<file path="src/dlic_pkg.sv">
// Shared constants and carrier types of the dual level interrupt controller
package dlic_pkg;

  localparam int unsigned ADDR_W = 9;
  localparam int unsigned DATA_W = 32;
  localparam int unsigned SRC_W  = 16;
  localparam int unsigned PIN_W  = 4;

  // Register offsets (byte addresses)
  localparam logic [ADDR_W-1:0] OFS_GEN_MASKED  = 9'h000;
  localparam logic [ADDR_W-1:0] OFS_GEN_RAW     = 9'h004;
  localparam logic [ADDR_W-1:0] OFS_GEN_EN_SET  = 9'h008;
  localparam logic [ADDR_W-1:0] OFS_GEN_EN_CLR  = 9'h00C;
  localparam logic [ADDR_W-1:0] OFS_SOFT_REQ    = 9'h010;
  localparam logic [ADDR_W-1:0] OFS_FAST_MASKED = 9'h100;
  localparam logic [ADDR_W-1:0] OFS_FAST_RAW    = 9'h104;
  localparam logic [ADDR_W-1:0] OFS_FAST_EN_SET = 9'h108;
  localparam logic [ADDR_W-1:0] OFS_FAST_EN_CLR = 9'h10C;
  localparam logic [ADDR_W-1:0] OFS_STEERING    = 9'h110;

  // Source bit positions
  localparam int unsigned BIT_FAST       = 0;
  localparam int unsigned BIT_SOFTWARE   = 1;
  localparam int unsigned BIT_UART0      = 2;
  localparam int unsigned BIT_TIMER0     = 3;
  localparam int unsigned BIT_TIMER1     = 4;
  localparam int unsigned BIT_UART1      = 5;
  localparam int unsigned BIT_WATCHDOG   = 6;
  localparam int unsigned BIT_DMA0       = 7;
  localparam int unsigned BIT_USER0      = 11;
  localparam int unsigned BIT_JTAG       = 14;
  localparam int unsigned BIT_BREAKPOINT = 15;

  // Bits 15:1 are the general sources; bit 0 is the fast source
  localparam logic [SRC_W-1:0]  GENERAL_MASK = 16'hFFFE;
  localparam logic [SRC_W-1:0]  FAST_MASK    = 16'h0001;
  localparam logic [SRC_W-1:0]  SRC_RESET    = 16'h0000;
  localparam logic [DATA_W-1:0] DATA_ZERO    = 32'h0000_0000;

  // Pin order inside the synchroniser vector
  localparam int unsigned PIN_FAST  = 3;
  localparam logic [PIN_W-1:0] PIN_RESET = 4'h0;

  typedef struct packed {
    logic                 sel;
    logic                 write;
    logic [ADDR_W-1:0]    addr;
    logic [DATA_W-1:0]    wdata;
  } dlic_bus_req_type;

  typedef struct packed {
    logic                 breakpoint;
    logic                 jtag;
    logic [3:0]           dma;
    logic                 watchdog;
    logic                 uart1;
    logic                 timer1;
    logic                 timer0;
    logic                 uart0;
  } dlic_periph_type;

  typedef struct packed {
    logic [PIN_W-1:0]     stage1;
    logic [PIN_W-1:0]     stage2;
    logic [PIN_W-1:0]     stage3;
    logic [PIN_W-1:0]     level;
  } dlic_sync_state_type;

  typedef struct packed {
    logic [SRC_W-1:0]     genEnable;
    logic                 fastEnable;
    logic [SRC_W-1:0]     steering;
    logic                 softRequest;
    logic [SRC_W-1:0]     source;
    logic [DATA_W-1:0]    readData;
    logic                 readValid;
    logic                 generalRequest;
    logic                 fastRequest;
  } dlic_state_type;

endpackage : dlic_pkg

</file>
<file path="src/dlic_top.sv">
// Dual level interrupt controller: sources, masking, steering, registers
//
// Function
// - Four active-high sideband request inputs accepted
// - Fast request at bit 0, also general
// - Breakpoint bit 15, jtag bit 14
// - User requests 2,1,0 at bits 13-11
// - DMA channels 3..0 at bits 10..7
// - Watchdog request at bit 6
// - Serial 1 bit 5, serial 0 bit 2
// - Timer 1 bit 4, timer 0 bit 3
// - Software request bit 1, set/cleared by write
// - Register map at documented offsets
// - General masked bits 15:1 active and enabled
// - General raw bits 15:1 unmasked source state
// - General masked bit 0 shows fast request
// - General raw bit 0 shows fast source
// - Status registers read zero after reset
// - Level sensitive sources, priority left to software
// - Enable set writes set only one bits
// - Enable clear writes clear only one bits
// - Steered sources report only in fast status
`timescale 1ns/1ps
module dlic_top (
  input  wire logic                        ref_clk,
  input  wire logic                        reset_n,
  input  wire logic                        fastRequestIn,
  input  wire logic [2:0]                  userRequestIn,
  input  wire dlic_pkg::dlic_periph_type   periphRequest,
  input  wire dlic_pkg::dlic_bus_req_type  busReq,
  output logic      [dlic_pkg::DATA_W-1:0] busRdata,
  output logic                             busRvalid,
  output logic                             generalRequest,
  output logic                             fastRequest
);

  dlic_pkg::dlic_state_type state_r;
  dlic_pkg::dlic_state_type state_nxt;

  logic [dlic_pkg::PIN_W-1:0] pinLevel;
  logic [dlic_pkg::SRC_W-1:0] sourceNow;
  logic [dlic_pkg::SRC_W-1:0] genRaw;
  logic [dlic_pkg::SRC_W-1:0] genMasked;
  logic [dlic_pkg::SRC_W-1:0] fastRaw;
  logic [dlic_pkg::SRC_W-1:0] fastMasked;

  // Address match for a selected access at the given offset, read or write alike
  function automatic logic hit(
    input dlic_pkg::dlic_bus_req_type req,
    input logic [dlic_pkg::ADDR_W-1:0] ofs
  );
    hit = req.sel && (req.addr == ofs);
  endfunction : hit

  // Zero-extend a 16-bit status word onto the data bus
  function automatic logic [dlic_pkg::DATA_W-1:0] widen(
    input logic [dlic_pkg::SRC_W-1:0] val
  );
    widen = {{(dlic_pkg::DATA_W - dlic_pkg::SRC_W){1'b0}}, val};
  endfunction : widen

  // Pins cross into the clock domain before use
  dlic_sync u_sync (
    .ref_clk  (ref_clk),
    .reset_n  (reset_n),
    .pinIn    ({fastRequestIn, userRequestIn}),
    .pinLevel (pinLevel)
  );

  // Source vector; every input is a level, no latching here
  always_comb begin
    sourceNow = dlic_pkg::SRC_RESET;
    sourceNow[dlic_pkg::BIT_FAST]       =
      pinLevel[dlic_pkg::PIN_FAST];
    sourceNow[dlic_pkg::BIT_SOFTWARE]   = state_r.softRequest;
    sourceNow[dlic_pkg::BIT_UART0]      = periphRequest.uart0;
    sourceNow[dlic_pkg::BIT_TIMER0]     = periphRequest.timer0;
    sourceNow[dlic_pkg::BIT_TIMER1]     = periphRequest.timer1;
    sourceNow[dlic_pkg::BIT_UART1]      = periphRequest.uart1;
    sourceNow[dlic_pkg::BIT_WATCHDOG]   = periphRequest.watchdog;
    sourceNow[dlic_pkg::BIT_DMA0 +: 4]  = periphRequest.dma;
    sourceNow[dlic_pkg::BIT_USER0 +: 3] = pinLevel[2:0];
    sourceNow[dlic_pkg::BIT_JTAG]       = periphRequest.jtag;
    sourceNow[dlic_pkg::BIT_BREAKPOINT] = periphRequest.breakpoint;
  end

  // Status views from the sampled sources
  always_comb begin
    genRaw     = (state_r.source & ~state_r.steering
                  & dlic_pkg::GENERAL_MASK)
               | (state_r.source & dlic_pkg::FAST_MASK);
    fastRaw    = (state_r.source & state_r.steering
                  & dlic_pkg::GENERAL_MASK)
               | (state_r.source & dlic_pkg::FAST_MASK);
    fastMasked = (fastRaw & state_r.genEnable
                  & dlic_pkg::GENERAL_MASK)
               | (fastRaw & {{(dlic_pkg::SRC_W-1){1'b0}},
                             state_r.fastEnable});
    genMasked  = (genRaw & state_r.genEnable
                  & dlic_pkg::GENERAL_MASK)
               | (fastMasked & dlic_pkg::FAST_MASK);
  end

  always_comb begin
    state_nxt           = state_r;
    state_nxt.source    = sourceNow;
    state_nxt.readValid = 1'b0;
    state_nxt.readData  = dlic_pkg::DATA_ZERO;

    // Request lines follow status; a cycle of lag keeps outputs registered
    state_nxt.generalRequest = |genMasked;
    state_nxt.fastRequest    = |fastMasked;

    if (busReq.sel && busReq.write) begin
      if (hit(busReq, dlic_pkg::OFS_GEN_EN_SET)) begin
        state_nxt.genEnable = state_r.genEnable
                            | (busReq.wdata[dlic_pkg::SRC_W-1:0]
                               & dlic_pkg::GENERAL_MASK);
      end
      if (hit(busReq, dlic_pkg::OFS_GEN_EN_CLR)) begin
        state_nxt.genEnable = state_r.genEnable
                            & ~(busReq.wdata[dlic_pkg::SRC_W-1:0]
                                & dlic_pkg::GENERAL_MASK);
      end
      if (hit(busReq, dlic_pkg::OFS_SOFT_REQ)) begin
        state_nxt.softRequest =
          busReq.wdata[dlic_pkg::BIT_SOFTWARE];
      end
      if (hit(busReq, dlic_pkg::OFS_FAST_EN_SET)
          && busReq.wdata[dlic_pkg::BIT_FAST]) begin
        state_nxt.fastEnable = 1'b1;
      end
      if (hit(busReq, dlic_pkg::OFS_FAST_EN_CLR)
          && busReq.wdata[dlic_pkg::BIT_FAST]) begin
        state_nxt.fastEnable = 1'b0;
      end
      if (hit(busReq, dlic_pkg::OFS_STEERING)) begin
        // Only general sources can be steered
        state_nxt.steering = busReq.wdata[dlic_pkg::SRC_W-1:0]
                           & dlic_pkg::GENERAL_MASK;
      end
    end

    if (busReq.sel && !busReq.write) begin
      state_nxt.readValid = 1'b1;
      // Write-only and unmapped offsets read as zero
      unique case (busReq.addr)
        dlic_pkg::OFS_GEN_MASKED:  state_nxt.readData = widen(genMasked);
        dlic_pkg::OFS_GEN_RAW:     state_nxt.readData = widen(genRaw);
        dlic_pkg::OFS_GEN_EN_SET:  state_nxt.readData =
                                     widen(state_r.genEnable);
        dlic_pkg::OFS_FAST_MASKED: state_nxt.readData = widen(fastMasked);
        dlic_pkg::OFS_FAST_RAW:    state_nxt.readData = widen(fastRaw);
        dlic_pkg::OFS_FAST_EN_SET: state_nxt.readData =
          widen({{(dlic_pkg::SRC_W-1){1'b0}}, state_r.fastEnable});
        default:                   state_nxt.readData = dlic_pkg::DATA_ZERO;
      endcase
    end
  end

  always_ff @(posedge ref_clk or negedge reset_n) begin
    if (!reset_n) begin
      state_r <= '{genEnable:      dlic_pkg::SRC_RESET,
                   fastEnable:     1'b0,
                   steering:       dlic_pkg::SRC_RESET,
                   softRequest:    1'b0,
                   source:         dlic_pkg::SRC_RESET,
                   readData:       dlic_pkg::DATA_ZERO,
                   readValid:      1'b0,
                   generalRequest: 1'b0,
                   fastRequest:    1'b0};
    end else begin
      state_r <= state_nxt;
    end
  end

  assign busRdata       = state_r.readData;
  assign busRvalid      = state_r.readValid;
  assign generalRequest = state_r.generalRequest;
  assign fastRequest    = state_r.fastRequest;

endmodule : dlic_top

</file>
<file path="src/dlic_sync.sv">
// Three stage synchroniser with agreement filter for the request pins
`timescale 1ns/1ps
module dlic_sync (
  input  wire logic                        ref_clk,
  input  wire logic                        reset_n,
  input  wire logic [dlic_pkg::PIN_W-1:0]  pinIn,
  output logic      [dlic_pkg::PIN_W-1:0]  pinLevel
);

  dlic_pkg::dlic_sync_state_type state_r;
  dlic_pkg::dlic_sync_state_type state_nxt;

  always_comb begin
    state_nxt        = state_r;
    state_nxt.stage1 = pinIn;
    state_nxt.stage2 = state_r.stage1;
    state_nxt.stage3 = state_r.stage2;
    // A change counts only once two later stages agree
    for (int i = 0; i < dlic_pkg::PIN_W; i++) begin
      if (state_r.stage2[i] == state_r.stage3[i]) begin
        state_nxt.level[i] = state_r.stage3[i];
      end
    end
  end

  always_ff @(posedge ref_clk or negedge reset_n) begin
    if (!reset_n) begin
      state_r <= '{stage1: dlic_pkg::PIN_RESET, stage2: dlic_pkg::PIN_RESET,
                   stage3: dlic_pkg::PIN_RESET, level: dlic_pkg::PIN_RESET};
    end else begin
      state_r <= state_nxt;
    end
  end

  assign pinLevel = state_r.level;

endmodule : dlic_sync

</file>
<file path="config.mk">
export PLATFORM = sky130hd
export DESIGN_NAME = dlic_top
export DESIGN_NICKNAME = d
export VERILOG_FILES = /design/src/dlic_pkg.sv /design/src/dlic_top.sv /design/src/dlic_sync.sv
export SDC_FILE = /design/constraint.sdc
export NUM_CORES = 1
export LEC_CHECK = 0
export ABC_AREA = 1
export BUFFER_PORTS_ARGS = -buffer_cell sky130_fd_sc_hd__buf_2
export CAP_MARGIN = 20
export CORE_UTILIZATION = 55
export DETAILED_ROUTE_END_ITERATION = 8
export GPL_TIMING_DRIVEN = 1
export PLACE_DENSITY = 0.84
export RECOVER_POWER = 50
export SLEW_MARGIN = 20
export SYNTH_ARGS = -nofsm -noshare
export SYNTH_HDL_FRONTEND = slang
export SYNTH_HIERARCHICAL = 1
export SYNTH_SLANG_ARGS = --single-unit
</file>
<file path="constraint.sdc">
create_clock -name ref_clk -period 1.3 [get_ports ref_clk]
set_input_delay 0.26 -clock ref_clk [delete_from_list [all_inputs] [get_ports ref_clk]]
set_output_delay 0.26 -clock ref_clk [all_outputs]
set_load 0.005 [all_outputs]
</file>
Word level (Yosys, flattened, before mapping)
Index checks and enable logic that the tools add are counted.

Output and inout port bits: 35. Word-level logic and storage cells: 68. Memories kept: 0. RAM bits: 0. ROM bits: 0. Bits of input ports: 60. Register bits: 100. Bits in latches: 0.

Shift operators: 0. Mux-type cells: 6. Equal/unequal tests: 13. Bitwise gates (word level): 13. Reduce and logical (&&, ||, !) cells: 20. Order comparisons: 0. Divide/modulo/power cells: 0. Multiply operators: 0. Add/sub/neg operators: 0.

Operator list (number): $pmux 16 s6 (1); $and 16x16->16 (5); $or 16x1->16 (3); $eq 9x9->1 const B (5); $mux 16 (2); $not 16->16 (2); $or 16x16->16 (2); $reduce_or 16->1 (2); $eq 9x4->1 const B (2); $mux 17 (1); $and 16x1->16 (1); $logic_and 1x1->1 (10); $eq 9x3->1 const B (1); $eq 9x5->1 const B (1); $logic_not 9->1 (1); $reduce_and 2->1 (4); $eq 1x1->1 (4); $reduce_bool 2->1 (2); $mux 1 (2); $logic_not 1->1 (1).

Depth between registers and ports, before layout
Word-level depth: 7. Mapped depth: 10. Gate-level depth less buffers: 9.

Modules after synthesis
The synthesis kept the hierarchy.

By module, submodules not included: dlic_top (area each 3876.2 um2, sequential area each 1676.6 um2, cells each 523, instances 1); dlic_sync (area each 495.5 um2, sequential area each 400.4 um2, cells each 36, instances 1).

Worst setup path before layout
OpenSTA, ideal clock, no wires.

Path kind: input to register. From: input port busReq[39] (netlist bit). To: register with a tool-made name. Data required time: 1.183 ns. Path buffers: 1. Setup time: 0.117 ns. Arrival time: 1.127 ns. Setup slack: 0.056 ns. Stages: 9. Path through: nor2_4 -> nand2_4 -> nor2_4 -> nand2_1 -> nand2_1 -> buf_4 -> nand3_1 -> nand2_1 -> nand2_1.

RTL lines: from (decl) (RTL line dlic_top.sv:30) `input wire dlic_pkg::dlic_bus_req_type busReq,`.

==> results list <==
- Entering global routing, the biggest net connects 84 pins.
- The number of antenna diodes in the final layout is 0.
* Fill cell instance count of the final layout: 648
- Cells along the critical path: nand2_1, o21ai_0, nor4_2, nand2_1
- At the end of routability-driven placement, the weighted congestion stood at 0.877.
* Final net count: 683
* Run status: finished clean
* Pre-Repair DR Iteration Count: 5
- CTS tree: built
- Detailed placer's ending HPWL: 7030 microns
* Required time worst endpoint: 1540 ps
- Worst-case reg-to-reg path depth: 4
* Clock sink count: 83
- Drt drc: 0
- After clock tree synthesis, the setup repair step added 0 buffers.
* Area added between synthesis and finish: 15.8%
- The first global-routing pass estimated 17,000 microns of wire.
- The routed layout has 3,866 vias.
- Post-route minimum period: 1210 ps
- Number of instances in the synthesized netlist: 559
- Final core utilization: 65.8%
- RSZ-0062 raised after global routing: false
- Internal power comes to 3800 uW.
- Hold violation total from the final report: 0
* Post-detailed-route count of antenna-violating nets: 0
- The die is 91.2 microns tall.
- Number of pins with negative max-slew slack in the final report: 0
* Core box area: 7690 sq um
* Reg power frac: 53.6%
* Worst supply voltage drop on vdd: 730 uV
- Once routing completed, OpenROAD measured the worst setup slack at 90.2 ps.
* Maximum clock frequency: 827 MHz
* H-tree lvl count: 3
- Counting distinct cell types in the post-synthesis netlist gives 27.
- The via count of the first global-routing pass came to 3,633.
- Number of top-level pins: 95
* Clock Tree Buf Depth: 2
- Transition time of the tightest slew-check pin: 737 ps
* Mapped cell area: 4370 sq um
- Global routing consumed, over all layers together, 26.3% of the routing resources.
- Minimum setup slack among reg-to-reg paths: 90 ps
* Sw Ratio: 25.7%
- Worst slew slack as a fraction of its limit: 50.9%
- Initial Util: 56.9%
* Critical path depth in cells: 4
* DIE AREA: 8310 sq um
- Cell types occupying the most area after synthesis: sky130_fd_sc_hd__dfrtp_1 48%, sky130_fd_sc_hd__nand3_1 14%, sky130_fd_sc_hd__nand2_1 9.5%
- Most common cell after layout, fill and taps aside: sky130_fd_sc_hd__nand3_1
- On the worst path, the slowest cell contributes a delay of 420 ps.
* Data arrival time of the critical path: 1450 ps
- Clk root buf: sky130_fd_sc_hd__clkbuf_8
* Worst setup path class: register to register
- In this design, the critical path's most frequently occurring cell is sky130_fd_sc_hd__nand2_1.
- After clock tree synthesis, the clock-pin slew on the worst setup and hold paths is 80 ps.
- The clock network is responsible for 37.7% of the overall power.
- Post-place setup slack: -197 ps
* Total chip power: 5110 uW
- Min-Delay Path Class: primary input to register
- Together, buffers and inverters on the worst path number 0.
- Synthesized flop and latch total: 83
- The detailed router finished its first iteration with 286 violations.
- Net switching component of the power: 1310 uW
- Synth Warn #: 6
- Synthesized area per cell: 7.82 sq um
- The worst setup path is captured at a register.
- Placed standard-cell area: 4730 sq um
- Clock skew on the completed layout was measured at 14.7 ps.
- Dividing total power by cell area gives a power density of 1010 nW/um^2.
- Clock insertion delay at the later pin of the skew report: 360 ps
* Leading cell types in the layout, fill and taps excluded: 118 x sky130_fd_sc_hd__nand3_1, 111 x sky130_fd_sc_hd__nand2_1, 83 x sky130_fd_sc_hd__dfrtp_1
* Final setup viols: 0
- Total wire length: 10,200 microns
* Number of cells in the finished layout apart from fillers: 730
- Worst-path maximum fanout: 3
* Layout cell share with drive strength beyond 1: 19.1%
* Remaining global-route overflow: 0
* Average vias per placed instance: 5.30
- Critical Path Slowest Stage Cell: sky130_fd_sc_hd__dfrtp_1
- STA classifies the critical path startpoint as a register.
- Post-placement cell count: 702
- Antenna violations before repair: 0
* Die boundary width: 91.2 microns
* Floorplan row count: 32
- Cell type with the largest total area after synthesis: sky130_fd_sc_hd__dfrtp_1
- Along the worst hold path, the cell count comes to 1.
- In this run the biggest area consumer among cell types represents 47.5% of the synthesized area.
* Fraction of power consumed by combinational cells: 8.7%
- # Max-Cap Violations: 0
- Sequential cells were found to cover 47.5% of the synthesized design area.
- Of the available clock period, the critical path in the final layout requires 93.1%.
* Top Family by Delay on Critical Path: simple AND/OR/NAND/NOR gates
- After detailed routing, the average wire length per cell comes to 14.0 microns.
- With fillers left out, the area of the finished cells amounts to 5060 sq um.
- Input and output buffers added on the ports amount to 62.
- In this run the static leakage power is 0.00275 uW.
- Clock tree synthesis inserted a total of 9 buffers.
## worst register-to-register path, stage by stage (launching register included)
cell and delay, ps:
sky130_fd_sc_hd__dfrtp_1 420, sky130_fd_sc_hd__nand2_1 120, sky130_fd_sc_hd__o21ai_0 110, sky130_fd_sc_hd__nor4_2 340, sky130_fd_sc_hd__nand2_1 100
## power groups by stage
stage / sequential, uW / clock [uW] / combinational [uW]
finish: 2740 / 1920 / 445
global route: 2750 / 2050 / 501
CTS: 2740 / 1950 / 441
detailed placement: 2790 / 0 / 419
global placement: 2780 / 0 / 399
floorplan: 2770 / 0 / 237
## Yosys cell counts (all sizes together)
cell    instances
clkbuf          8
nor2           70
nand3b          2
buf            53
o21ai          17
a32oi           1
nor4            3
conb            1
nand3         119
nand2         115
or2             1
dfrtp          83
a21oi           4
nand4          21
inv            61
## final cells by class
type                       instances  area (sq um)  share of cell area [%]
timing repair buffer              99           683                    13.5
sequential                        83          2080                    41.0
inverter                          61           229                    4.52
clock inverter                     6          71.3                    1.41
tap                              102           128                    2.52
multi-input combinational        369          1740                    34.3
clock buffer                      10           138                    2.72
## final timing paths
check,to,startpoint
setup / recovery,fastRequest,state_r[53]
hold / removal,u_sync/state_nxt[10],userRequestIn[2]
setup reg to reg,fastRequest,state_r[53]
hold reg to reg,u_sync/state_nxt[6],u_sync/state_nxt[10]
max in group asynchronous,busRdata[11],reset_n
min in group asynchronous,u_sync/pinLevel[0],reset_n
## through the flow
step                      setup TNS [ps]  hold WS [ps]
after floorplan                        0         -35.6
after global placement             -4540           315
after detailed placement           -6060           324
after CTS                              0         0.402
after global routing                   0          6.33
final                                  0          5.92
## kinds of logic after synthesis
family	after synthesis	share of synthesized area (%)
buffers and inverters	122	14.4
AO/OA/AOI/OAI	22	2.60
AND/OR/NAND/NOR	331	35.4
other	1	0.0858
flip-flops	83	47.5
## what timing repair did
action / in CTS / in global routing
hold buffers: 9 / 3
resized for setup: 0 / 2
endpoints found under the hold margin: 91 / 3
endpoints found under the setup margin: 0 / 1
## metal layers
layer	wire length, microns	global-route usage [%]	vias to the layer above
met5	0	0	-
met4	238	9.92	0
met3	754	4.52	28
met2	4720	43.3	179
met1	4470	34.8	1775
li1	-	-	1884
(Power assumes the default switching activity.)
